### src/include/hbt_pkg.sv
package hbt_pkg;

    // ------------------------------------------------------------
    // Modes, command word and state word layout
    // ------------------------------------------------------------
    localparam logic [7:0]  MODE_HOMING      = 8'h06;  // Homing selector value
    localparam logic [7:0]  MODE_TABLE       = 8'h07;  // Table travel selector value
    localparam int          CW_BIT_START     = 4;      // Homing start / sequence mode
    localparam int          CW_BIT_RESUME    = 6;      // Resume last block
    localparam int          CW_BIT_HALT      = 8;      // Halt
    localparam int          CW_BIT_BLKSTART  = 9;      // Start motion block
    localparam int          CW_SEL_LSB       = 11;     // Block select field low bit
    localparam int          SW_BIT_INPROG    = 8;      // Block in progress
    localparam int          SW_BIT_TARGET    = 10;     // Target reached
    localparam int          SW_BIT_ATTAIN    = 12;     // Homing attained
    localparam int          SW_BIT_HERR      = 13;     // Homing error

    // ------------------------------------------------------------
    // Enable sequence command and state words
    // ------------------------------------------------------------
    localparam logic [15:0] CW_DISABLE       = 16'h0000;
    localparam logic [15:0] CW_SHUTDOWN      = 16'h0006;
    localparam logic [15:0] CW_SWITCH_ON     = 16'h0007;
    localparam logic [15:0] CW_ENABLE        = 16'h000f;
    localparam logic [15:0] CW_HOMING_GO     = 16'h001f;
    localparam logic [15:0] SW_DISABLED      = 16'h0050;
    localparam logic [15:0] SW_READY         = 16'h0031;
    localparam logic [15:0] SW_SWITCHED_ON   = 16'h0033;
    localparam logic [7:0]  SW_ENABLED_LO    = 8'h37;
    localparam logic [3:0]  CW_ENABLE_NIB    = 4'hf;

    // ------------------------------------------------------------
    // Host register map (word index = byte address / 4)
    // ------------------------------------------------------------
    localparam logic [3:0]  REG_CMD          = 4'h0;   // Command word to send
    localparam logic [3:0]  REG_MODE         = 4'h1;   // Mode selector to send
    localparam logic [3:0]  REG_STATE        = 4'h2;   // Last state word seen
    localparam logic [3:0]  REG_IRQ_STAT     = 4'h3;   // Sticky events, write 1 clears
    localparam logic [3:0]  REG_IRQ_MASK     = 4'h4;   // Event enables
    localparam logic [3:0]  REG_RESUME       = 4'h5;   // Resumable block index seen
    localparam logic [3:0]  REG_CTRL         = 4'h6;   // Bit0 = run enable sequence
    localparam logic [15:0] RESET_WORD       = 16'h0000;
    localparam logic [7:0]  NO_RESUME        = 8'hff;  // -1: nothing to resume

    // ------------------------------------------------------------
    // Motion model timing in cycles (25 MHz)
    // ------------------------------------------------------------
    localparam logic [7:0]  MOVE_CYCLES      = 8'h20;  // Per block / homing run
    localparam logic [7:0]  STOP_CYCLES      = 8'h08;  // Ramp down to speed 0

    // Device power state
    typedef enum logic [1:0] {
        HBT_PS_DISABLED = 2'b00,
        HBT_PS_READY    = 2'b01,
        HBT_PS_ON       = 2'b10,
        HBT_PS_ENABLED  = 2'b11
    } hbt_pstate_e;

    // Host sequencer step
    typedef enum logic [2:0] {
        HBT_HS_IDLE  = 3'b000,
        HBT_HS_DIS   = 3'b001,
        HBT_HS_SHUT  = 3'b010,
        HBT_HS_SWON  = 3'b011,
        HBT_HS_DONE  = 3'b100
    } hbt_hstep_e;

endpackage

### src/include/hbt_if.sv
`timescale 1ns/1ns
// Link between drive and controller; words are level signals
interface hbt_if;
    logic [15:0] cmd_word;     // Drive command word, controller drives
    logic [7:0]  mode_sel;     // Mode override selector, controller drives
    logic [15:0] state_word;   // Drive state word, drive drives
    logic [7:0]  resume_idx;   // Resumable block index, drive drives

    modport drive (
        input  cmd_word,
        input  mode_sel,
        output state_word,
        output resume_idx
    );

    modport ctrl (
        output cmd_word,
        output mode_sel,
        input  state_word,
        input  resume_idx
    );
endinterface

### src/rtl/hbt_drive.sv
// Implementation choices: the plain strobed port and the register addresses.
`timescale 1ns/1ns
// Overview of operation
// RULE1: Homing selector value runs a reference run
// RULE2: Bit 4 rise starts homing, fall stops
// RULE3: Bit 8 halts homing, stay enabled
// RULE4: Status 10: home reached or zero speed
// RULE5: Status 12 set once homing completes
// RULE6: Homing error flag on failed homing
// RULE7: 0000/0006/0007 answered 0050/0031/0033
// RULE8: Low nibble F enables; motion only then
// RULE9: 001F starts homing, success gives 1n37
// RULE10: Controller changes mode only at 0007
// RULE11: Controller checks switched-on before mode change
// RULE12: Bit 4 picks single block or sequence
// RULE13: Bit 6 resumes last block, index readable
// RULE14: Bit 8 halts block on its ramp
// RULE15: Bit 9 rise runs blocks, low stops
// RULE16: Select field n gives start block n+1
// RULE17: Status 8 high while blocks execute
// RULE18: Sequence ends at next-block 0,-1,-2,-3
// RULE19: Edges from previous versus new command word
module hbt_drive (
    input  wire logic        clk_i,          // 25 MHz clock
    input  wire logic        rst_i,          // Async reset, active high
    input  wire logic        ce_i,           // Clock enable, freezes all state
    input  wire logic        home_fail_i,    // Homing run fails (e.g. switch missing)
    input  wire logic [7:0]  next_block_i,   // Next-block setting of current block
    output logic      [4:0]  act_block_o,    // Block now executing (0 based)
    output logic             moving_o,       // Axis in motion
    hbt_if.drive             lnk
);

    // ------------------------------------------------------------
    // State
    // ------------------------------------------------------------
    typedef struct packed {
        hbt_pkg::hbt_pstate_e pst;      // Power state
        logic [15:0] prev_cmd;          // Previous command word for edges
        logic [15:0] sw;                // State word out
        logic [7:0]  resume;            // Resumable index out
        logic        homing;            // Homing run active
        logic        attained;          // Homing completed
        logic        herr;              // Homing error
        logic        running;           // Blocks executing
        logic        halted;            // Halt or stop ramp in progress
        logic        auto_seq;          // Sequence mode latched at start
        logic [4:0]  blk;               // Current block
        logic [7:0]  tmr;               // Motion / ramp timer
        logic        target;            // Target reached or speed 0
        logic        moving;            // Axis moving
    } hbt_drv_s;

    hbt_drv_s st_reg;     // Registered state
    hbt_drv_s st_next;    // Next state

    // Sequence end test: next setting 0, -1, -2 or -3
    function automatic logic seq_end(input logic [7:0] nb);
        seq_end = (nb == 8'h00) || (nb == 8'hff) || (nb == 8'hfe) || (nb == 8'hfd);
    endfunction

    // ------------------------------------------------------------
    // Next state
    // ------------------------------------------------------------
    always_comb
    begin
        logic [15:0] cw;
        logic [15:0] rise;
        logic [15:0] fall;
        logic        en_cmd;
        logic        halt;
        cw     = lnk.cmd_word;
        rise   = cw & ~st_reg.prev_cmd;                        // [RULE19]
        fall   = ~cw & st_reg.prev_cmd;                        // [RULE19]
        en_cmd = (cw[3:0] == hbt_pkg::CW_ENABLE_NIB);
        halt   = cw[hbt_pkg::CW_BIT_HALT];
        st_next = st_reg;
        st_next.prev_cmd = cw;

        // Power state follows the command word
        if (en_cmd && st_reg.pst != hbt_pkg::HBT_PS_DISABLED)
            st_next.pst = hbt_pkg::HBT_PS_ENABLED;             // [RULE8]
        else if (cw == hbt_pkg::CW_SWITCH_ON && st_reg.pst != hbt_pkg::HBT_PS_DISABLED)
            st_next.pst = hbt_pkg::HBT_PS_ON;                  // [RULE7]
        else if (cw == hbt_pkg::CW_SHUTDOWN)
            st_next.pst = hbt_pkg::HBT_PS_READY;               // [RULE7]
        else if (!en_cmd)
            st_next.pst = hbt_pkg::HBT_PS_DISABLED;            // [RULE7]

        // Timer counts down while nonzero
        if (st_reg.tmr != 8'h00)
            st_next.tmr = st_reg.tmr - 8'h01;

        if (st_next.pst != hbt_pkg::HBT_PS_ENABLED)
        begin
            // Motion only in enabled state; drop homing, running, halt, moving and timer
            st_next.homing  = 1'b0;                            // [RULE8]
            st_next.running = 1'b0;
            st_next.halted  = 1'b0;
            st_next.moving  = 1'b0;
            st_next.tmr     = 8'h00;
        end
        else if (lnk.mode_sel == hbt_pkg::MODE_HOMING)
        begin
            if (halt)
            begin
                // Decelerate with homing ramp, stay enabled
                if (!st_reg.halted)
                begin
                    st_next.halted = 1'b1;                     // [RULE3]
                    st_next.tmr    = hbt_pkg::STOP_CYCLES;
                end
                else if (st_reg.tmr == 8'h00)
                    st_next.moving = 1'b0;                     // [RULE3]
            end
            else
            begin
                st_next.halted = 1'b0;
                if (rise[hbt_pkg::CW_BIT_START])
                begin
                    // Fresh reference run
                    st_next.homing   = 1'b1;                   // [RULE1] [RULE2] [RULE9]
                    st_next.attained = 1'b0;
                    st_next.herr     = 1'b0;
                    st_next.moving   = 1'b1;
                    st_next.tmr      = hbt_pkg::MOVE_CYCLES;
                end
                else if (fall[hbt_pkg::CW_BIT_START])
                begin
                    st_next.homing = 1'b0;                     // [RULE2]
                    st_next.moving = 1'b0;
                end
                else if (st_reg.halted && st_reg.homing)
                begin
                    // Halt released mid-run: home not found yet, so run on
                    st_next.moving = 1'b1;                     // [RULE3]
                    st_next.tmr    = hbt_pkg::MOVE_CYCLES;
                end
                else if (st_reg.homing && home_fail_i)
                begin
                    st_next.homing = 1'b0;                     // [RULE6]
                    st_next.herr   = 1'b1;
                    st_next.moving = 1'b0;
                end
                else if (st_reg.homing && st_reg.tmr == 8'h00)
                begin
                    st_next.homing   = 1'b0;                   // [RULE5]
                    st_next.attained = 1'b1;
                    st_next.moving   = 1'b0;
                end
            end
            // Home reached when not halted, speed 0 when halted
            st_next.target = halt ? !st_next.moving : st_next.attained;  // [RULE4]
        end
        else if (lnk.mode_sel == hbt_pkg::MODE_TABLE)
        begin
            if (rise[hbt_pkg::CW_BIT_BLKSTART] && !halt)
            begin
                // Pick start block: resume or selection field
                if (cw[hbt_pkg::CW_BIT_RESUME] && st_reg.resume != hbt_pkg::NO_RESUME)
                    st_next.blk = st_reg.resume[4:0];          // [RULE13]
                else
                    st_next.blk = cw[hbt_pkg::CW_SEL_LSB +: 5]; // Block n+1, 0 based [RULE16]
                st_next.auto_seq = cw[hbt_pkg::CW_BIT_START];  // [RULE12]
                st_next.running  = 1'b1;                       // [RULE15] [RULE17]
                st_next.halted   = 1'b0;
                st_next.moving   = 1'b1;
                st_next.target   = 1'b0;
                st_next.resume   = hbt_pkg::NO_RESUME;
                st_next.tmr      = hbt_pkg::MOVE_CYCLES;
            end
            else if (st_reg.running && (halt || !cw[hbt_pkg::CW_BIT_BLKSTART]))
            begin
                // Stop on current block's ramp, remember it when bit 9 drops
                if (!st_reg.halted)
                begin
                    st_next.halted = 1'b1;                     // [RULE14] [RULE15]
                    st_next.tmr    = hbt_pkg::STOP_CYCLES;
                end
                else if (st_reg.tmr == 8'h00)
                begin
                    st_next.moving = 1'b0;
                    st_next.target = halt;                     // Speed 0 under halt
                    if (!cw[hbt_pkg::CW_BIT_BLKSTART])
                    begin
                        st_next.running = 1'b0;                // Interrupted
                        st_next.resume  = {3'b000, st_reg.blk};  // [RULE13]
                    end
                end
            end
            else if (st_reg.running && st_reg.halted)
            begin
                // Halt released: continue the block
                st_next.halted = 1'b0;
                st_next.moving = 1'b1;
                st_next.target = 1'b0;
                st_next.tmr    = hbt_pkg::MOVE_CYCLES;
            end
            else if (st_reg.running && st_reg.tmr == 8'h00)
            begin
                if (st_reg.auto_seq && !seq_end(next_block_i))
                begin
                    st_next.blk = next_block_i[4:0] - 5'h01;   // Next block, 0 based
                    st_next.tmr = hbt_pkg::MOVE_CYCLES;
                end
                else
                begin
                    st_next.running = 1'b0;                    // [RULE17] [RULE18]
                    st_next.moving  = 1'b0;
                    st_next.target  = 1'b1;
                end
            end
        end

        // Assemble state word from power state and mode bits
        case (st_next.pst)
            hbt_pkg::HBT_PS_DISABLED: st_next.sw = hbt_pkg::SW_DISABLED;     // [RULE7]
            hbt_pkg::HBT_PS_READY:    st_next.sw = hbt_pkg::SW_READY;
            hbt_pkg::HBT_PS_ON:       st_next.sw = hbt_pkg::SW_SWITCHED_ON;
            hbt_pkg::HBT_PS_ENABLED:  st_next.sw = {8'h00, hbt_pkg::SW_ENABLED_LO};
            default:                  st_next.sw = hbt_pkg::SW_DISABLED;
        endcase
        if (st_next.pst == hbt_pkg::HBT_PS_ENABLED)
        begin
            st_next.sw[hbt_pkg::SW_BIT_TARGET] = st_next.target;
            if (lnk.mode_sel == hbt_pkg::MODE_HOMING)
            begin
                st_next.sw[hbt_pkg::SW_BIT_ATTAIN] = st_next.attained;  // [RULE5] [RULE9]
                st_next.sw[hbt_pkg::SW_BIT_HERR]   = st_next.herr;      // [RULE6]
            end
            else if (lnk.mode_sel == hbt_pkg::MODE_TABLE)
                st_next.sw[hbt_pkg::SW_BIT_INPROG] = st_next.running;   // [RULE17]
        end
    end

    // ------------------------------------------------------------
    // Registers
    // ------------------------------------------------------------
    always_ff @(posedge clk_i or posedge rst_i)
    begin
        if (rst_i)
        begin
            st_reg          <= '0;
            st_reg.sw       <= hbt_pkg::SW_DISABLED;
            st_reg.resume   <= hbt_pkg::NO_RESUME;
        end
        else if (ce_i)
            st_reg <= st_next;
    end

    assign lnk.state_word = st_reg.sw;
    assign lnk.resume_idx = st_reg.resume;
    assign act_block_o    = st_reg.blk;
    assign moving_o       = st_reg.moving;

endmodule

### src/flat_wrapper.sv
// flat-port wrapper written by rule: the top's interface ports become plain ports
module hbt_drive_flat 
  (clk_i, rst_i, ce_i, home_fail_i, next_block_i, act_block_o, moving_o, lnk_cmd_word, lnk_mode_sel, lnk_state_word, lnk_resume_idx);
  hbt_if lnk_i ();
  input  wire logic clk_i;
  input  wire logic rst_i;
  input  wire logic ce_i;
  input  wire logic home_fail_i;
  input  wire logic [7:0] next_block_i;
  output logic      [4:0] act_block_o;
  output logic moving_o;
  input wire logic [$bits(lnk_i.cmd_word)-1:0] lnk_cmd_word;
  input wire logic [$bits(lnk_i.mode_sel)-1:0] lnk_mode_sel;
  output wire logic [$bits(lnk_i.state_word)-1:0] lnk_state_word;
  output wire logic [$bits(lnk_i.resume_idx)-1:0] lnk_resume_idx;
  assign lnk_i.cmd_word = lnk_cmd_word;
  assign lnk_i.mode_sel = lnk_mode_sel;
  assign lnk_state_word = lnk_i.state_word;
  assign lnk_resume_idx = lnk_i.resume_idx;
  hbt_drive u_core (.clk_i(clk_i), .rst_i(rst_i), .ce_i(ce_i), .home_fail_i(home_fail_i), .next_block_i(next_block_i), .act_block_o(act_block_o), .moving_o(moving_o), .lnk(lnk_i));
endmodule
### config.mk
export PLATFORM = sky130hd
export DESIGN_NAME = hbt_drive_flat
export DESIGN_NICKNAME = d
export VERILOG_FILES = /design/src/include/hbt_pkg.sv /design/src/include/hbt_if.sv /design/src/rtl/hbt_drive.sv /design/src/flat_wrapper.sv
export SDC_FILE = /design/constraint.sdc
export NUM_CORES = 1
export LEC_CHECK = 0
export BUFFER_PORTS_ARGS = -buffer_cell sky130_fd_sc_hd__buf_2
export CORE_UTILIZATION = 44
export CTS_BUF_LIST = sky130_fd_sc_hd__clkbuf_16
export CTS_CLUSTER_SIZE = 12
export DETAILED_ROUTE_END_ITERATION = 7
export PLACE_DENSITY = 0.7
export REMOVE_ABC_BUFFERS = 1
export SYNTH_ARGS = -nofsm -noshare
export SYNTH_HDL_FRONTEND = slang
export SYNTH_SLANG_ARGS = --single-unit
### constraint.sdc
create_clock -name clk_i -period 1.95 [get_ports clk_i]
set_input_delay 0.0975 -clock clk_i [delete_from_list [all_inputs] [get_ports clk_i]]
set_output_delay 0.0975 -clock clk_i [all_outputs]
set_load 0.005 [all_outputs]
## After elaboration in Yosys (flattened, before gate mapping)

Index checks and enable logic that the tools add are counted.

- Add/sub/neg operators: 2
- Equality and inequality tests: 23
- Mux-type cells: 85
- Bitwise gates (word level): 6
- Reduce and logical (&&, ||, !) cells: 38

Operators by type and width:

| cell | count |
|---|---|
| $mux W8 | 12 |
| $mux W15 | 5 |
| $pmux W16 S4 | 1 |
| $mux W2 | 22 |
| $mux W1 | 33 |
| $eq A16 B3 Y1 const B | 2 |
| $mux W10 | 3 |
| $eq A8 B8 Y1 const B | 3 |
| $mux W18 | 1 |
| $eq A8 B3 Y1 const B | 2 |
| $logic_not A8 Y1 | 2 |
| $reduce_and A8 Y1 | 2 |
| $mux W5 | 3 |
| $mux W13 | 1 |
| $mux W3 | 4 |
| $logic_and A1 B1 Y1 | 11 |
| $and A10 B10 Y10 | 1 |
| $ne A5 B1 Y1 const B | 2 |
| $ne A5 B2 Y1 const B | 2 |
| $not A10 Y10 | 1 |
| $reduce_and A5 Y1 | 2 |
| $reduce_bool A2 Y1 | 5 |
| $reduce_bool A5 Y1 | 2 |
| $ne A2 B1 Y1 const B | 4 |
| 20 further kinds | 28 |

- Bits in registers: 57
- Input bits: 36
- Output and inout bits: 30
- Logic and storage cells: 168

## Depth between registers and ports, before layout

Gate-level depths: netlist of run 1.

- Depth after elaboration: 20
- Mapped depth: 9
- Mapped depth without buffers: 8

## Worst setup path after synthesis of run 1

Ideal clock, no wire load.

- Kind: register to register
- From: register u_core.st_reg[2] (netlist bit)
- To: register u_core.st_reg (netlist bit u_core.act_block_o[0])
- Library setup time: 125 ps
- Arrival: 2011 ps
- Data required time: 1825 ps
- Path slack: -186 ps
- Cell stages (with the launch flop): 9
- Buffers on the path: 0
- Clock period less this slack: 2136 ps
- Cell sequence: dfrtp_1 inv_1 ha_1 nor3b_1 nand2_1 nor4_2 nor3_1 nor3_4 mux2_2

- Longest elaborated chain between the ends: 4

RTL lines:

| element | RTL line | text |
|---|---|---|
| start: declaration | hbt_drive.sv:54 | `hbt_drv_s st_reg;` |
| start signal: assignment | hbt_drive.sv:248 | `st_reg <= st_next;` |
| $logic_not A8 Y1 | hbt_drive.sv:199 | `else if (st_reg.running && st_reg.tmr == 8'h00)` |
| $logic_and A1 B1 Y1 | hbt_drive.sv:199 |  |
| $ne A5 B1 Y1 (no source line) | n/a |  |
| $reduce_and A8 Y1 (no source line) | n/a |  |

Every way passes these cells.
A chain may end at the register's enable or synchronous reset.

## Worst setup path after layout of run 1

- From: register u_core.st_reg[4] (netlist bit)
- To: register u_core.st_reg[7] (netlist bit)

- Longest elaborated chain between the ends: 13
- Elaborated cells on any way between the ends: 21
- Those cells by class: add/sub: 1; mux: 17; reduce/logical: 3

RTL lines:

| element | RTL line | text |
|---|---|---|
| $sub A8 B1 Y8 / $reduce_bool A8 Y1 (equally long branches) | hbt_drive.sv:92, hbt_drive.sv:91 |  |
| $mux W8 | hbt_drive.sv:91 | `if (st_reg.tmr != 8'h00)` |
| $mux W13 | hbt_drive.sv:201 | `if (st_reg.auto_seq && !seq_end(next_block_i))` |
| $mux W15 | hbt_drive.sv:199 |  |
| $mux W15 | hbt_drive.sv:155 | `else if (lnk.mode_sel == hbt_pkg::MODE_TABLE)` |
| $mux W15 | hbt_drive.sv:103 | `else if (lnk.mode_sel == hbt_pkg::MODE_HOMING)` |
| $mux W15 | hbt_drive.sv:94 | `if (st_next.pst != hbt_pkg::HBT_PS_ENABLED)` |
| $mux W10 | hbt_drive.sv:191 | `else if (st_reg.running && st_reg.halted)` |
| $mux W10 | hbt_drive.sv:172 | `else if (st_reg.running && (halt \|\| !cw[hbt_pkg::CW_BIT_BLKSTART]))` |
| $mux W15 | hbt_drive.sv:157 | `if (rise[hbt_pkg::CW_BIT_BLKSTART] && !halt)` |
| $mux W18 | hbt_drive.sv:155 |  |
| $mux W10 * | hbt_drive.sv:103 |  |
| $mux W8 * | hbt_drive.sv:94 |  |

Mark *: on every way between the ends. The rest lies on a longest branch, timed or not. The select of a mux whose other input is x is not followed.

==> results of run 1 <==
[path summary, 6_finish.rpt]
kind / endpoint / slack [ns] / cells after the start
worst max-delay path: u_core.st_reg[7]$_DFFE_PP0P_ / -0.17 / 8
worst min-delay path: u_core.st_reg[49]$_DFFE_PP0P_ / 0.15 / 3
worst max register to register: u_core.st_reg[7]$_DFFE_PP0P_ / -0.17 / 8
worst min register to register: u_core.st_reg[15]$_DFFE_PP0P_ / 0.48 / 2
max in group asynchronous: u_core.lnk.state_word[6]$_DFFE_PP1P_ / 1.09 / 4
min in group asynchronous: u_core.st_reg[2]$_DFFE_PP0P_ / 0.50 / 4
[power breakdown]
part	switching (mW)	internal, mW	total, mW
clock network	0.325	0.461	0.786
registers	0.0237	0.835	0.859
logic	0.203	0.190	0.393
total	0.552	1.49	2.04
[cell families after synthesis]
| logic type | share of synthesized area |
|---|---|
| adders and majority gates | 0.0354 |
| DFF | 0.349 |
| other | 0.00266 |
| buffers and inverters | 0.122 |
| and+or+nand+nor | 0.204 |
| AOI/OAI and AO/OA | 0.216 |
| muxes | 0.0558 |
| xor gates and xnor gates | 0.0155 |
[final cells by class]
type,instances,area (um2)
inverter,17,63.8
multi-input combinational,235,1710
clock buffer,5,125
tap,75,93.8
clock inverter,3,11.3
timing repair buffer,134,891
sequential,39,985
fill,467,2190
[worst max-delay path: stages, from the launching register on]
cell     delay [ns]
dfrtp_1        0.41
buf_4          0.15
or4_4          0.56
nor4_4         0.17
buf_4          0.16
a21oi_2        0.04
o31ai_1        0.25
o21ai_1        0.14
a21oi_1        0.16
[routing by layer]
| metal | wire length (um) | vias to the layer above |
|---|---|---|
| met4 | 363 | 0 |
| met2 | 4490 | 189 |
| met1 | 3710 | 1435 |
| li1 | - | 1364 |
| met5 | 0 | - |
| met3 | 713 | 38 |
[stage by stage]
step,util,TNS (ns),total power [mW],hold WS [ns]
4_1_cts,0.616,-0.777,1.99,0.136
2_1_floorplan,-,-2.14,1.01,0.172
5_1_grt,0.639,-3.26,2.10,0.162
3_5_place_dp,0.561,-3.75,1.19,0.253
6_report,0.639,-1.92,2.04,0.145
3_3_place_gp,0.561,-2.32,1.18,0.237
[placed cells by master, fill, tap and decap left out, types with 5 or more instances in the layout]
cell | synthesis | routed
mux2i_1 | 9 | 9
dfstp_2 | 7 | 7
nor3_1 | 10 | 8
o21ai_1 | 2 | 8
nand2_1 | 35 | 32
nor4_1 | 9 | 7
nand3_1 | 8 | 8
ha_1 | 8 | 7
dfrtp_1 | 32 | 32
buf_4 | 31 | 70
inv_1 | 16 | 15
o22ai_1 | 6 | 6
clkbuf_16 | 0 | 5
xnor2_1 | 5 | 5
buf_2 | 2 | 58
conb_1 | 2 | 7
mux2_4 | 0 | 5
nor2_1 | 19 | 18
a21oi_1 | 17 | 13
o21ai_0 | 21 | 15
[timing repair]
action,CTS,global route
endpoints found under the hold margin,32,0
gates resized for setup,30,23
setup buffers,9,9
pin swaps,12,20
hold buffers,1,0
setup endpoints to repair,22,25
gates cloned,0,0
==> results.cfg, run 1 <==
[global_routing]
grtUsageTotal = 0.273
grt_max_degree = 40
grt_util_met3 = 0.0385
grt_use_met1 = 0.361
grt_use_met2 = 0.446
grt_pass1_wl_mm = 13.9
antenna_found_initial = 0
gr-total-overflow = 0
busiest_layer = met2
grt_pass1_vias = 2792

[sta]
slew_viol_final = 0
period_minus_slack_ns = 2.12
fin_crit_sh = 1.09
tightest_slew_ns = 0.613
fin_skew_ns = 0.00472
hold_viol = 0
max_freq_ghz = 0.471
rsz0062_at_grt = true
slew_headroom = 0.588
finalSetupViolations = 18
fin_ws_ns = -0.172

[detailed_routing]
drc = 0
vias = 3026
dr.first_iter.drc_count = 387
viasPerCell = 5.96
routed_wl_mm = 9.28
dr.pass1.iters = 5
ant_nets = 0
wl_per_cell_um = 18.3

[logic_synthesis]
synth_cell_type_count = 64
ys_top_cells_by_area = dfrtp_1, buf_4, dfstp_2, nand2_1, o21ai_0
syn_area_per_cell_um2 = 8.58
ys_ff_latch = 39
synth_ff_type = dfrtp_1
synth.most_common_cell = nand2_1
synthesis.area_mm2 = 0.00282
synth_common_cells = nand2_1, dfrtp_1, buf_4
synth_top_area_share = 0.284
yosys.area.top_type = dfrtp_1
synth_enable_flop_cells = 0
ys_warn_count = 0
ys_seq_area_frac = 0.349
async_flop_share = 1.00
synthCells = 329

[cts]
cts_buffers = 5
clockRootBuffer = clkbuf_16
clk_latency_ns = 0.28
htree_levels = 2
cts_tree = done
clk_pin_slew_ns = 0.06
clockBufferDepth = 2
cts_sinks = 39

[final_layout]
finalNonFillerCells = 508
area_growth_pct = 37.2
stdcell_area_mm2 = 0.00387
drive_gt1_frac = 0.432
largest_register_ffs = 19
diodes = 0
nets = 476

[die]
die-area_mm2 = 0.00674
die_h_um = 82.1
ios = 66
die_w_um = 82.1
floorplan.initialDensity = 0.466
rows = 28
coreArea_mm2 = 0.00606

[outcome]
status = finished with violations
violations = setup timing

[place]
placedCellCount = 483
place_ws_ns = -0.251
port_buffers = 58
place_area_mm2 = 0.00340
gp_congestion = 0.917
hpwlAfterDp_mm = 5.88

[setup_path]
arrival_ns = 2.33
worstPathRequired_ns = 2.16
worstSetupStartpointType = flop
cp_max_fo = 3
cp-end-kind = flop
crit_start = u_core.st_reg[4]$_DFFE_PP0P_
path_class = reg -> reg
rr_startpoint = u_core.st_reg[4]$_DFFE_PP0P_

[pwr]
power_density_mw_per_mm2 = 526
leakage_nw = 1.91
ir_drop_v = 0.000356

[job]
maxCapViolations = 0

[worst_hold_path]
hp-class = in -> reg
hp-start = lnk_cmd_word[4]
(Power assumes the default switching activity.)
==> inputs of run 2 (changes only) <==
--- a/config.mk
+++ b/config.mk
@@ -5,12 +5,13 @@
 export SDC_FILE = /design/constraint.sdc
 export NUM_CORES = 1
 export LEC_CHECK = 0
+export ABC_AREA = 1
 export BUFFER_PORTS_ARGS = -buffer_cell sky130_fd_sc_hd__buf_2
 export CORE_UTILIZATION = 44
 export CTS_BUF_LIST = sky130_fd_sc_hd__clkbuf_16
 export CTS_CLUSTER_SIZE = 12
 export DETAILED_ROUTE_END_ITERATION = 7
-export PLACE_DENSITY = 0.7
+export PLACE_DENSITY = 0.69
 export REMOVE_ABC_BUFFERS = 1
 export SYNTH_ARGS = -nofsm -noshare
 export SYNTH_HDL_FRONTEND = slang
==> results.cfg, run 2 <==
[outcome]
status = finished clean

[setup_path]
worstPathRequired_ns = 2.12
cp-end-kind = flop
arrival_ns = 1.99
rr_worst_depth = 11
path_class = reg -> reg
cp_max_fo = 7
worstSetupStartpointType = flop

[detailed_routing]
viasPerCell = 5.10
dr.first_iter.drc_count = 156
drc = 0
dr.pass1.iters = 4
wl_per_cell_um = 13.5
routed_wl_mm = 7.53
ant_nets = 0
vias = 2842

[final_layout]
mostFrequentLayoutCells = nand2_1, buf_2, inv_1, nor2_1, dfrtp_1
drive_gt1_frac = 0.248
seq_area_um2 = 986
final_common_cell = nand2_1
num-fill-cells = 684
area_growth_pct = 13.0
stdcell_area_mm2 = 0.00345
multiInputGateArea_mm2 = 0.00162
diodes = 0
largest_register_ffs = 19
final_core_util = 0.528
nets = 523

[logic_synthesis]
synthesis.area_mm2 = 0.00305
synth_cell_type_count = 43
synth_top_area_share = 0.263
synth_ff_type = dfrtp_1
ys_top_cells_by_area = dfrtp_1, nand2_1, buf_4, inv_1, dfstp_2
ys_ff_latch = 39
syn_area_per_cell_um2 = 7.03
ys_warn_count = 0
synth.most_common_cell = nand2_1
yosys.area.top_type = dfrtp_1
synth_enable_flop_cells = 0
synthCells = 434
async_flop_share = 1.00
ys_seq_area_frac = 0.323
synth_common_cells = nand2_1, inv_1, nor2_1

[sta]
fin_tns_setup_ns = 0
slew_headroom = 0.660
period_minus_slack_ns = 1.82
slew_viol_final = 0
hold_viol = 0
rsz0062_at_grt = false
fin_skew_ns = 0.00606
finalSetupViolations = 0
tightest_slew_ns = 0.511
fin_crit_sh = 0.933
max_freq_ghz = 0.550

[cts]
cts_sinks = 39
htree_levels = 2
cts_buffers = 5
clockRootBuffer = clkbuf_16
clockBufferDepth = 2
clk_pin_slew_ns = 0.06
cts_tree = done
clk_latency_ns = 0.28

[global_routing]
gr-total-overflow = 0
grt_max_degree = 40
antenna_found_initial = 0
grtUsageTotal = 0.220
grt_pass1_wl_mm = 12.7
grt_pass1_vias = 2742

[die]
floorplan.initialDensity = 0.467
die_h_um = 85.3
rows = 29
coreArea_mm2 = 0.00653
die_w_um = 85.3
die-area_mm2 = 0.00727
ios = 66

[worst_hold_path]
hp-class = in -> reg
hold_depth = 3

[place]
port_buffers = 58
gp_congestion = 0.922
place_area_mm2 = 0.00324
hpwlAfterDp_mm = 5.66

[pwr]
power_density_mw_per_mm2 = 569
leakage_nw = 1.84
ir_drop_v = 0.000341

[job]
maxCapViolations = 0
==> run 2: cell count changes in the layout (fill, tap and decap cells not counted), moves of 5 or more <==
cell     delta
mux2i_1     -9
inv_2       +8
nand3_1    +22
nand2_1    +84
mux2_4      -5
buf_4      -62
nor2_1     +29
nor2_4      +7
inv_1      +33
nor4_1      -6
==> run 2: worst paths after layout <==
path                       slack (ns)                               endpoint                             startpoint
setup / recovery                 0.13      u_core.act_block_o[3]$_DFFE_PP0P_           u_core.st_reg[2]$_DFFE_PP0P_
hold reg to reg                  0.48  u_core.lnk.state_word[13]$_DFFE_PP0P_  u_core.lnk.state_word[13]$_DFFE_PP0P_
max in group asynchronous        1.08           u_core.st_reg[4]$_DFFE_PP0P_                                  rst_i
hold / removal                   0.11          u_core.st_reg[54]$_DFFE_PP0P_                        lnk_cmd_word[9]
min in group asynchronous        0.50           u_core.st_reg[7]$_DFFE_PP0P_                                  rst_i
setup reg to reg                 0.13      u_core.act_block_o[3]$_DFFE_PP0P_           u_core.st_reg[2]$_DFFE_PP0P_
==> run 2: cells by family (layout without fill, tap and decap cells) <==
family | after synthesis | in the layout | share of synthesized area
xor+xnor | 4 | 4 | 0.0115
fa+ha+maj | 8 | 8 | 0.0328
simple gates | 232 | 233 | 0.366
other cells | 2 | 7 | 0.00246
flops | 39 | 39 | 0.323
compound gates | 56 | 56 | 0.108
buf+inv | 93 | 133 | 0.156
==> run 2: layer usage <==
| layer | wire (um) | vias to the layer above | track usage | share of wire |
|---|---|---|---|---|
| li1 | - | 1441 | - | - |
| met1 | 3330 | 1288 | 0.282 | 0.44 |
| met2 | 3550 | 97 | 0.378 | 0.47 |
| met3 | 507 | 16 | 0.0399 | 0.067 |
| met4 | 136 | 0 | 0.0727 | 0.018 |
| met5 | 0 | - | 0 | 0 |
==> run 2: layout make-up <==
type	count	share of cell area
Tap cell	77	0.0279
Sequential cell	39	0.286
Timing Repair Buffer	67	0.104
Inverter	58	0.0631
Multi-Input combinational cell	308	0.471
Clock inverter	3	0.0112
Clock buffer	5	0.0363
==> run 2: power by group <==
group	switching (mW)	internal (mW)
combinational	0.135	0.0741
clock	0.325	0.597
sequential	0.00825	0.824
==> run 2: critical path: stages, from the launching register on <==
cell and delay (ns):
dfrtp_1 0.40, inv_2 0.09, ha_1 0.14, nand2_1 0.07, inv_1 0.10, nand2_4 0.09
nor2_4 0.13, nand4_1 0.25, nand3_4 0.19, nand3_1 0.08, nor2_1 0.11, nor2_1 0.05
==> run 2: per-stage QoR <==
stage | hold slack (ns) | cells | setup WS [ns] | total power, mW
2_1_floorplan | 0.194 | 404 | 0.323 | 0.957
3_3_place_gp | 0.247 | 544 | 0.236 | 1.05
3_5_place_dp | 0.251 | 544 | 0.160 | 1.05
4_1_cts | 0.107 | 553 | 0.129 | 1.98
5_1_grt | 0.111 | 557 | 0.00603 | 2.04
6_report | 0.111 | 557 | 0.132 | 1.96
==> run 2: repair_timing <==
action | 4_1_cts | 5_1_grt
endpoints found under the hold margin | 32 | 0
hold buffers | 1 | 0
resized for setup | 0 | 4
buffers inserted | 0 | 3
endpoints found under the setup margin | 0 | 1
